`config.mk`:
```
export PLATFORM = sky130hd
export DESIGN_NAME = pll_base_clock_selector
export DESIGN_NICKNAME = d
export VERILOG_FILES = /design/src/include/clkgen_pkg.sv /design/src/logic/pin_sync.sv /design/src/logic/pll_base_clock_selector.sv
export SDC_FILE = /design/constraint.sdc
export NUM_CORES = 1
export LEC_CHECK = 0
export ABC_AREA = 1
export BUFFER_PORTS_ARGS = -buffer_cell sky130_fd_sc_hd__buf_2
export CELL_PAD_IN_SITES_DETAIL_PLACEMENT = 1
export CELL_PAD_IN_SITES_GLOBAL_PLACEMENT = 1
export CORE_MARGIN = 5
export CORE_UTILIZATION = 34
export DETAILED_ROUTE_END_ITERATION = 10
export GPL_TIMING_DRIVEN = 0
export HOLD_SLACK_MARGIN = 0.05
export PLACE_DENSITY = 0.77
export SYNTH_ARGS = -nofsm -noshare
export SYNTH_HDL_FRONTEND = slang
export SYNTH_SLANG_ARGS = --single-unit
```
`constraint.sdc`:
```
create_clock -name i_clk -period 1.45 [get_ports i_clk]
set_input_delay 0.29 -clock i_clk [delete_from_list [all_inputs] [get_ports i_clk]]
set_output_delay 0.29 -clock i_clk [all_outputs]
set_load 0.01 [all_outputs]
```
`src/include/clkgen_pkg.sv`:
```
// Constants shared by the base clock selector design
package clkgen_pkg;
   // ------------------------------------------------------------
   // Register indices (byte address is four times the index)
   // ------------------------------------------------------------
   localparam logic [5:0] IDX_CTRL = 6'h1c; // pll_control_reg
   localparam logic [5:0] IDX_BW = 6'h1d; // pll_bandwidth_reg
   localparam logic [5:0] IDX_PROG = 6'h1e; // pll_programming

   // ------------------------------------------------------------
   // Control register fields
   // ------------------------------------------------------------
   localparam int CTRL_IE_BIT = 7; // lock_irq_enable
   localparam int CTRL_FLAG_BIT = 6; // lock_change_flag
   localparam int CTRL_ON_BIT = 5; // pll_power_on
   localparam int CTRL_BCS_BIT = 4; // base_clock_select
   localparam logic [3:0] CTRL_UNUSED_VAL = 4'hf; // Unused bits read as ones

   // ------------------------------------------------------------
   // Bandwidth register fields
   // ------------------------------------------------------------
   localparam int BW_AUTO_BIT = 7; // Automatic bandwidth mode
   localparam int BW_LOCK_BIT = 6; // Lock indicator
   localparam int BW_ACQ_BIT = 5; // Tracking (1) or acquisition (0)

   // ------------------------------------------------------------
   // Programming register fields and reset values
   // ------------------------------------------------------------
   localparam int PROG_MUL_LSB = 4; // multiplier_field in bits 7:4
   localparam int PROG_RANGE_LSB = 0; // range_field in bits 3:0
   localparam logic [3:0] MUL_RESET = 4'h6;
   localparam logic [3:0] RANGE_RESET = 4'h6;
   localparam logic [3:0] MUL_ZERO = 4'h0;
   localparam logic [3:0] MUL_ONE = 4'h1;
   localparam logic [3:0] RANGE_OFF = 4'h0;
   localparam logic ON_RESET = 1'b1; // PLL on out of reset

   // ------------------------------------------------------------
   // Transition controller timing, in source clock cycles
   // ------------------------------------------------------------
   localparam logic [1:0] SWITCH_CYCLES = 2'h3;

   // Transition controller states
   typedef enum logic [1:0] {
      SW_RUN,
      SW_STOP_OLD,
      SW_START_NEW
   } switch_state_e;
endpackage : clkgen_pkg

```
`src/logic/pin_sync.sv`:
```
// Three-stage pin synchroniser with agreement filter
`timescale 1ns/1ps
`default_nettype none
module pin_sync
(
   // Clock and reset
   input wire logic i_clk,
   input wire logic i_rst_n,
   // Pin in, filtered level out
   input wire logic i_pin,
   output logic o_level
);
   // ------------------------------------------------------------
   // State
   // ------------------------------------------------------------
   typedef struct packed {
      logic s1; // First stage, read only by s2
      logic s2;
      logic s3;
      logic lvl; // Accepted level
   } sync_s;

   sync_s st_reg;
   sync_s st_next;

   // Accept a change only once the second and third stage agree
   always_comb
   begin
      st_next = st_reg;
      st_next.s1 = i_pin;
      st_next.s2 = st_reg.s1;
      st_next.s3 = st_reg.s2;
      if (st_reg.s2 == st_reg.s3)
      begin
         st_next.lvl = st_reg.s3;
      end
   end

   // Register the state
   always_ff @(posedge i_clk)
   begin
      if (!i_rst_n)
      begin
         st_reg <= '0;
      end
      else
      begin
         st_reg <= st_next;
      end
   end

   assign o_level = st_reg.lvl;
endmodule : pin_sync
`default_nettype wire

```
`src/logic/pll_base_clock_selector.sv`:
```
// Base clock selector: registers, interlocks, glitch-free switch, dividers
// Operation
// [RULE1] Multiplier zero acts as multiplier one
// [RULE2] Range zero disables PLL, forces crystal
// [RULE3] Switch waits three cycles of each clock
// [RULE4] Base clock static during source transition
// [RULE5] Switch output divided by two
// [RULE6] Bus clock is half base clock
// [RULE7] One select bit picks crystal or VCO
// [RULE8] Select cannot be set while PLL off
// [RULE9] PLL cannot turn off while VCO selected
// [RULE10] Interlocks judged against state before write
// [RULE11] Software writes multiplier in upper nibble
// [RULE12] Software writes range in lower nibble
// [RULE13] Software rounds VCO over crystal ratio
// [RULE14] Software rounds VCO over 4.9152 MHz
// [RULE15] Oscillator enable gates crystal and PLL
// [RULE16] Lock detector drives interrupt request output
// [RULE17] Select one is VCO, zero crystal
// [RULE18] Reset and stop clear the select bit
// [RULE19] Software enables PLL before selecting VCO
// [RULE20] Stop old clock low, then start new
`timescale 1ns/1ps
`default_nettype none
module pll_base_clock_selector
(
   // Clock and reset
   input wire logic i_clk,
   input wire logic i_rst_n,
   // Wishbone slave
   input wire logic i_wb_cyc,
   input wire logic i_wb_stb,
   input wire logic i_wb_we,
   input wire logic [7:0] i_wb_adr,
   input wire logic [3:0] i_wb_sel,
   input wire logic [31:0] i_wb_dat,
   output logic [31:0] o_wb_dat,
   output logic o_wb_ack,
   // Source clocks and lock detector, all from pins
   input wire logic i_crystal_clock,
   input wire logic i_vco_clock,
   input wire logic i_pll_locked,
   // System integration controls
   input wire logic i_osc_enable_in,
   input wire logic i_stop,
   // Analog control outputs
   output logic o_osc_run,
   output logic o_pll_run,
   output logic o_tracking,
   output logic [3:0] o_feedback_div,
   output logic [3:0] o_range_field,
   // Clock outputs and interrupt
   output logic o_base_clock_out,
   output logic o_bus_clock,
   output logic o_clockgen_irq
);
   // ------------------------------------------------------------
   // Local functions
   // ------------------------------------------------------------

   // Feedback divider value for a multiplier field
   function automatic logic [3:0] eff_mul(input logic [3:0] f);
      eff_mul = (f == clkgen_pkg::MUL_ZERO) ? clkgen_pkg::MUL_ONE : f; // see [RULE1]
   endfunction : eff_mul

   // PLL may run only when enabled, range valid and oscillator allowed
   function automatic logic pll_allowed(input logic on, input logic [3:0] rng,
                                        input logic osc);
      pll_allowed = on && (rng != clkgen_pkg::RANGE_OFF) && osc; // see [RULE2] [RULE15]
   endfunction : pll_allowed

   // ------------------------------------------------------------
   // Synchronised pins
   // ------------------------------------------------------------
   logic xtal_lvl; // Crystal clock level
   logic vco_lvl; // VCO clock level
   logic lock_lvl; // Lock detector level

   pin_sync u_sync_xtal
   (
      .i_clk(i_clk),
      .i_rst_n(i_rst_n),
      .i_pin(i_crystal_clock),
      .o_level(xtal_lvl)
   );

   pin_sync u_sync_vco
   (
      .i_clk(i_clk),
      .i_rst_n(i_rst_n),
      .i_pin(i_vco_clock),
      .o_level(vco_lvl)
   );

   pin_sync u_sync_lock
   (
      .i_clk(i_clk),
      .i_rst_n(i_rst_n),
      .i_pin(i_pll_locked),
      .o_level(lock_lvl)
   );

   // ------------------------------------------------------------
   // State
   // ------------------------------------------------------------
   typedef struct packed {
      // Registers
      logic ie; // lock_irq_enable
      logic flag; // lock_change_flag
      logic pll_on; // pll_power_on
      logic base_clock_select; // base_clock_select
      logic autobw; // Automatic bandwidth mode
      logic acq; // Tracking mode bit
      logic [3:0] mul; // multiplier_field
      logic [3:0] rng; // range_field
      // Bus
      logic ack;
      logic [7:0] rdat;
      // Pin history for edge detection
      logic xtal_prev;
      logic vco_prev;
      logic lock_prev;
      // Transition controller
      clkgen_pkg::switch_state_e sw;
      logic src_vco; // Source now driving the switch
      logic [1:0] cnt; // Source cycles counted during switch
      // Outputs
      logic base;
      logic bus;
      logic osc_run;
      logic pll_run;
      logic irq;
      logic [3:0] fdiv; // Feedback divider handed to the loop
   } sel_s;

   sel_s st_reg;
   sel_s st_next;

   // ------------------------------------------------------------
   // Combinational helpers
   // ------------------------------------------------------------
   logic bus_req; // Fresh request seen this cycle
   logic wr_en; // Write with low byte lane enabled
   logic [5:0] idx; // Register index
   logic [7:0] wb; // Write byte
   logic xtal_rise;
   logic vco_rise;
   logic old_rise; // Rising edge of the source being left
   logic old_lvl;
   logic new_rise; // Rising edge of the source being taken
   logic new_lvl;
   logic src_rise; // Rising edge of the active source
   logic want_vco; // Selection requested by the register

   always_comb
   begin
      bus_req = i_wb_cyc && i_wb_stb && !st_reg.ack;
      wr_en = bus_req && i_wb_we && i_wb_sel[0];
      idx = i_wb_adr[7:2];
      wb = i_wb_dat[7:0];
      xtal_rise = xtal_lvl && !st_reg.xtal_prev;
      vco_rise = vco_lvl && !st_reg.vco_prev;
      want_vco = st_reg.base_clock_select; // see [RULE7] [RULE17]
      old_rise = st_reg.src_vco ? vco_rise : xtal_rise;
      old_lvl = st_reg.src_vco ? vco_lvl : xtal_lvl;
      new_rise = st_reg.src_vco ? xtal_rise : vco_rise;
      new_lvl = st_reg.src_vco ? xtal_lvl : vco_lvl;
      src_rise = old_rise;
   end

   // ------------------------------------------------------------
   // Next state
   // ------------------------------------------------------------
   always_comb
   begin
      st_next = st_reg;
      st_next.xtal_prev = xtal_lvl;
      st_next.vco_prev = vco_lvl;
      st_next.lock_prev = lock_lvl;

      // Wishbone: answer one cycle after the request, drop after one
      st_next.ack = bus_req;
      if (bus_req)
      begin
         case (idx)
            clkgen_pkg::IDX_CTRL:
            begin
               st_next.rdat = {st_reg.ie && st_reg.autobw, st_reg.flag && st_reg.autobw,
                               st_reg.pll_on, st_reg.base_clock_select, clkgen_pkg::CTRL_UNUSED_VAL};
            end
            clkgen_pkg::IDX_BW:
            begin
               st_next.rdat = {st_reg.autobw, lock_lvl && st_reg.autobw, st_reg.acq, 5'h00};
            end
            clkgen_pkg::IDX_PROG:
            begin
               st_next.rdat = {st_reg.mul, st_reg.rng};
            end
            default:
            begin
               // Unmapped addresses answer with zero
               st_next.rdat = 8'h00;
            end
         endcase
      end

      // Control register write, interlocks use the old state
      if (wr_en && idx == clkgen_pkg::IDX_CTRL)
      begin
         if (st_reg.autobw)
         begin
            // Enable is writable only in automatic mode
            st_next.ie = wb[clkgen_pkg::CTRL_IE_BIT];
         end
         // Clearing is refused while the VCO is selected
         if (wb[clkgen_pkg::CTRL_ON_BIT] || !st_reg.base_clock_select) // see [RULE9] [RULE10]
         begin
            st_next.pll_on = wb[clkgen_pkg::CTRL_ON_BIT];
         end
         // Setting is refused while the PLL is off or range is zero
         if (!wb[clkgen_pkg::CTRL_BCS_BIT] ||
             (st_reg.pll_on && st_reg.rng != clkgen_pkg::RANGE_OFF)) // see [RULE8] [RULE10]
         begin
            st_next.base_clock_select = wb[clkgen_pkg::CTRL_BCS_BIT]; // see [RULE2]
         end
      end

      // Bandwidth register write
      if (wr_en && idx == clkgen_pkg::IDX_BW)
      begin
         st_next.autobw = wb[clkgen_pkg::BW_AUTO_BIT];
         st_next.acq = wb[clkgen_pkg::BW_ACQ_BIT];
      end

      // Programming register write, locked while the PLL is on
      if (wr_en && idx == clkgen_pkg::IDX_PROG && !st_reg.pll_on)
      begin
         st_next.mul = wb[clkgen_pkg::PROG_MUL_LSB +: 4];
         st_next.rng = wb[clkgen_pkg::PROG_RANGE_LSB +: 4];
      end

      // Zero range forces the crystal source
      if (st_reg.rng == clkgen_pkg::RANGE_OFF)
      begin
         st_next.base_clock_select = 1'b0; // see [RULE2]
      end

      // Stop returns the selection to the crystal
      if (i_stop)
      begin
         st_next.base_clock_select = 1'b0; // see [RULE18]
      end

      // Lock change flag: a lock toggle beats a clearing read
      if (bus_req && !i_wb_we && idx == clkgen_pkg::IDX_CTRL)
      begin
         st_next.flag = 1'b0;
      end
      if (st_reg.autobw && (lock_lvl != st_reg.lock_prev))
      begin
         st_next.flag = 1'b1;
      end
      st_next.irq = st_next.flag && st_next.ie && st_next.autobw; // see [RULE16]

      // Analog enables
      st_next.osc_run = i_osc_enable_in; // see [RULE15]
      st_next.pll_run = pll_allowed(st_next.pll_on, st_next.rng, i_osc_enable_in);
      st_next.fdiv = eff_mul(st_next.mul); // see [RULE1]

      // Transition controller; base clock only moves in SW_RUN
      case (st_reg.sw)
         clkgen_pkg::SW_RUN:
         begin
            if (src_rise)
            begin
               st_next.base = !st_reg.base; // see [RULE5]
               if (!st_reg.base)
               begin
                  st_next.bus = !st_reg.bus; // see [RULE6]
               end
            end
            if (want_vco != st_reg.src_vco)
            begin
               st_next.sw = clkgen_pkg::SW_STOP_OLD;
               st_next.cnt = 2'h0;
            end
         end
         clkgen_pkg::SW_STOP_OLD:
         begin
            // Old source is cut on its low phase after its cycles
            if (old_rise && st_reg.cnt != clkgen_pkg::SWITCH_CYCLES)
            begin
               st_next.cnt = st_reg.cnt + 2'h1; // see [RULE3]
            end
            if ((st_reg.cnt == clkgen_pkg::SWITCH_CYCLES) && !old_lvl) // see [RULE20]
            begin
               st_next.sw = clkgen_pkg::SW_START_NEW;
               st_next.cnt = 2'h0;
            end
         end
         clkgen_pkg::SW_START_NEW:
         begin
            // Base clock stays frozen until the new source is taken
            if (new_rise && st_reg.cnt != clkgen_pkg::SWITCH_CYCLES)
            begin
               st_next.cnt = st_reg.cnt + 2'h1; // see [RULE3] [RULE4]
            end
            if ((st_reg.cnt == clkgen_pkg::SWITCH_CYCLES) && !new_lvl) // see [RULE20]
            begin
               st_next.src_vco = !st_reg.src_vco;
               st_next.sw = clkgen_pkg::SW_RUN;
               st_next.cnt = 2'h0;
            end
            // Request withdrawn in any cycle but the completing one: the new source may be stopped, keep the old one
            if (want_vco == st_reg.src_vco)
            begin
               st_next.sw = clkgen_pkg::SW_RUN;
               st_next.cnt = 2'h0;
            end
         end
         default:
         begin
            st_next.sw = clkgen_pkg::SW_RUN;
         end
      endcase
   end

   // ------------------------------------------------------------
   // State register
   // ------------------------------------------------------------
   always_ff @(posedge i_clk)
   begin
      if (!i_rst_n)
      begin
         st_reg <= '0;
         st_reg.pll_on <= clkgen_pkg::ON_RESET;
         st_reg.base_clock_select <= 1'b0; // see [RULE18]
         st_reg.mul <= clkgen_pkg::MUL_RESET;
         // Reset multiplier is nonzero, so the divider shows it as is
         st_reg.fdiv <= clkgen_pkg::MUL_RESET;
         st_reg.rng <= clkgen_pkg::RANGE_RESET;
         st_reg.sw <= clkgen_pkg::SW_RUN;
      end
      else
      begin
         st_reg <= st_next;
      end
   end

   // ------------------------------------------------------------
   // Outputs, all straight from the state register
   // ------------------------------------------------------------
   assign o_wb_ack = st_reg.ack;
   assign o_wb_dat = {24'h000000, st_reg.rdat};
   assign o_osc_run = st_reg.osc_run;
   assign o_pll_run = st_reg.pll_run;
   assign o_tracking = st_reg.acq;
   assign o_feedback_div = st_reg.fdiv; // see [RULE1]
   assign o_range_field = st_reg.rng;
   assign o_base_clock_out = st_reg.base;
   assign o_bus_clock = st_reg.bus;
   assign o_clockgen_irq = st_reg.irq;
endmodule : pll_base_clock_selector
`default_nettype wire

```
==> results.sh <==
export IMPL_ys_flop_type="dfxtp_1"
export IMPL_dp_cells=531
export IMPL_path_class="register to register"
export IMPL_ir_drop_mv=0.335
export IMPL_insertion_delay_ns=0.32
export IMPL_drc_errors=0
export IMPL_synth_seq_area_share=0.391
export IMPL_tns_ns=0
export IMPL_vias=2354
export IMPL_finalSetupViolations=0
export IMPL_min_period_ns=1.37
export IMPL_avgRoutedWirePerCell_um=12.0
export IMPL_initial_core_util=0.346
export IMPL_hold_end="u_sync_vco.st_next[2]"
export IMPL_netlist_instances=360
export IMPL_postSynthAreaPerCell_um2=7.39
export IMPL_grt_max_degree=20
export IMPL_yosysTopAreaCell="dfxtp_1"
export IMPL_hold_buffers=0
export IMPL_grt_usage=0.135
export IMPL_routed_wl_um=6520
export IMPL_synth_seq_cells=52
export IMPL_io_pins=101
export IMPL_outcome="complete, no violations"
export IMPL_hold_depth=3
export IMPL_fp_dieW_um=98.5
export IMPL_timing_final_ws_setup_ns=0.0788
export IMPL_cts_buffers=5
export IMPL_portBuffers=46
export IMPL_overflow=0
export IMPL_yosys_area_top_type_share=0.391
export IMPL_final_common_cell="nand2_1"
export IMPL_maxSlewViolCount=0
export IMPL_dieArea_um2=9700
export IMPL_root_buffer="clkbuf_8"
export IMPL_clockBufferDepth=2
export IMPL_worstReg2RegEnd="o_pll_run"
export IMPL_min_path_type="input port to register"
export IMPL_worstPathMaxFanout=6
export IMPL_cts_sinks=52
export IMPL_cp_arrival_ns=1.62
export IMPL_path_clk_slew_ns=0.11
export IMPL_syn_to_final_growth_pct=25.9
export IMPL_max_freq_ghz=0.729
export IMPL_drive_gt1_frac=0.349
export IMPL_dp_hpwl_um=5140
export IMPL_hold_start="i_vco_clock"
export IMPL_nets=499
export IMPL_grt_pass1_wl_um=10900
export IMPL_cellLeakagePower_nw=1.73
export IMPL_r2r_setup_slack_ns=0.08
export IMPL_period_share=0.946
export IMPL_layout_common_cells="81 x nand2_1, 50 x buf_2, 48 x inv_1"
export IMPL_worstSetupEndpointType="register"
export IMPL_row_count=32
export IMPL_antenna_left=0
export IMPL_final_core_util=0.436
export IMPL_stdcell_area_um2=3350
export IMPL_drv_cap=0
export IMPL_cts_tree="done"
export IMPL_place_worst_setup_slack_ns=-0.0977
export IMPL_drt_iter0_drc=66
export IMPL_synthTopCellsByArea="dfxtp_1 39%, nand2_1 13%, buf_4 11%, inv_1 6.9%, nor2_1 3.9%"
export IMPL_synth_edf_count=0
export IMPL_ys_warn_count=0
export IMPL_antenna_found_initial=0
export IMPL_rsz0062_at_grt="yes"
export IMPL_first_pass_iters=4
export IMPL_placed_cell_area_um2=3110
export IMPL_largest_reg_flops=16
export IMPL_p_per_area_nw_per_um2=844
export IMPL_finalWeightedCongestion=0.854
export IMPL_diodes=0
export IMPL_final_cells=543
export IMPL_core_area_um2=7690
export IMPL_async_reset_ff_frac=0
export IMPL_finalHoldViolCount=0
export IMPL_die_h_um=98.5
export IMPL_syn_area_um2=2660
export IMPL_finalClockSkew_ns=0.0138
export IMPL_worstSetupStartpointType="register"
export IMPL_crit_required_ns=1.70
export IMPL_first_global_vias=2408
export IMPL_cts_htree_levels=2
export IMPL_synth_cell_types=34
export IMPL_viasPerCell=4.34
export IMPL_r2r_start="o_wb_ack"
export IMPL_worstRegToRegCells=10
what timing repair did:
item                                   4_1_cts  5_1_grt
setup endpoints to repair                    4       10
pin swaps                                    1        8
buffers inserted                             2        2
endpoints found under the hold margin        0        0
resized for setup                            1       36
cell usage after synthesis, drive strengths merged, types with 2 or more instances:
cell type,instances
dfxtp,52
o21ai,15
nand4,5
clkbuf,2
inv,54
nand3,18
ha,5
nand2,94
o211ai,3
o21bai,3
nand3b,2
and2,2
nor2,35
buf,44
a21oi,18
layout make-up:
cell class / instances / area (µm²)
Sequential cell: 52 / 1050
Timing Repair Buffer: 50 / 268
Multi-Input combinational cell: 230 / 1270
Fill cell: 1025 / 4340
Inverter: 55 / 206
Buffer: 46 / 328
Clock buffer: 5 / 68.8
Clock inverter: 3 / 28.8
Tap cell: 102 / 128
layer usage:
layer	global-route usage	up-vias	part of all wire
li1	-	1204	-
met1	0.172	1093	0.45
met2	0.229	46	0.49
met4	0.0420	0	0.016
met3	0.0311	11	0.047
met5	0	-	0
worst max-delay path by stage:
stage | start | endpoint | depth (start not counted)
after CTS | st_reg[11] | st_reg[9] | 9
after detailed placement | i_rst_n | o_wb_dat[5] | 4
after global placement | i_rst_n | o_feedback_div[1] | 4
final | o_wb_ack | o_pll_run | 10
after floorplan | o_wb_ack | o_clockgen_irq | 10
after global routing | st_reg[12] | st_reg[9] | 8
critical path, cell delays in order, from the launching register on:
cell and delay (ns):
dfxtp_2 0.35, inv_2 0.06, nand3_4 0.07, nor2_4 0.16, buf_6 0.14, nand3_4 0.13
nand2_2 0.11, nand2_2 0.06, nand2_2 0.07, nor2_1 0.04, nor2_1 0.10
metrics by stage:
stage                     power (mW)  hold slack (ns)
after floorplan                 1.80            0.388
after global placement          1.88            0.395
after detailed placement        1.91            0.402
after CTS                       2.85            0.121
after global routing            2.97            0.145
final                           2.83            0.142
where the power goes:
| group | internal [mW] | switching, mW | total, mW |
|---|---|---|---|
| Clock | 0.366 | 0.559 | 0.925 |
| Combinational | 0.166 | 0.241 | 0.407 |
| Sequential | 1.47 | 0.0240 | 1.49 |
logic make-up (layout without fill, tap and decap cells):
group / after synthesis / in the layout / synth area share
other: 1 / 24 / 0.00141
and+or+nand+nor: 157 / 157 / 0.286
DFF: 52 / 52 / 0.391
buffers and inverters: 101 / 159 / 0.201
adders and majority gates: 5 / 5 / 0.0235
muxes: 1 / 1 / 0.00376
AOI/OAI and AO/OA: 43 / 43 / 0.0931
Power figures use the tool's default switching activity.
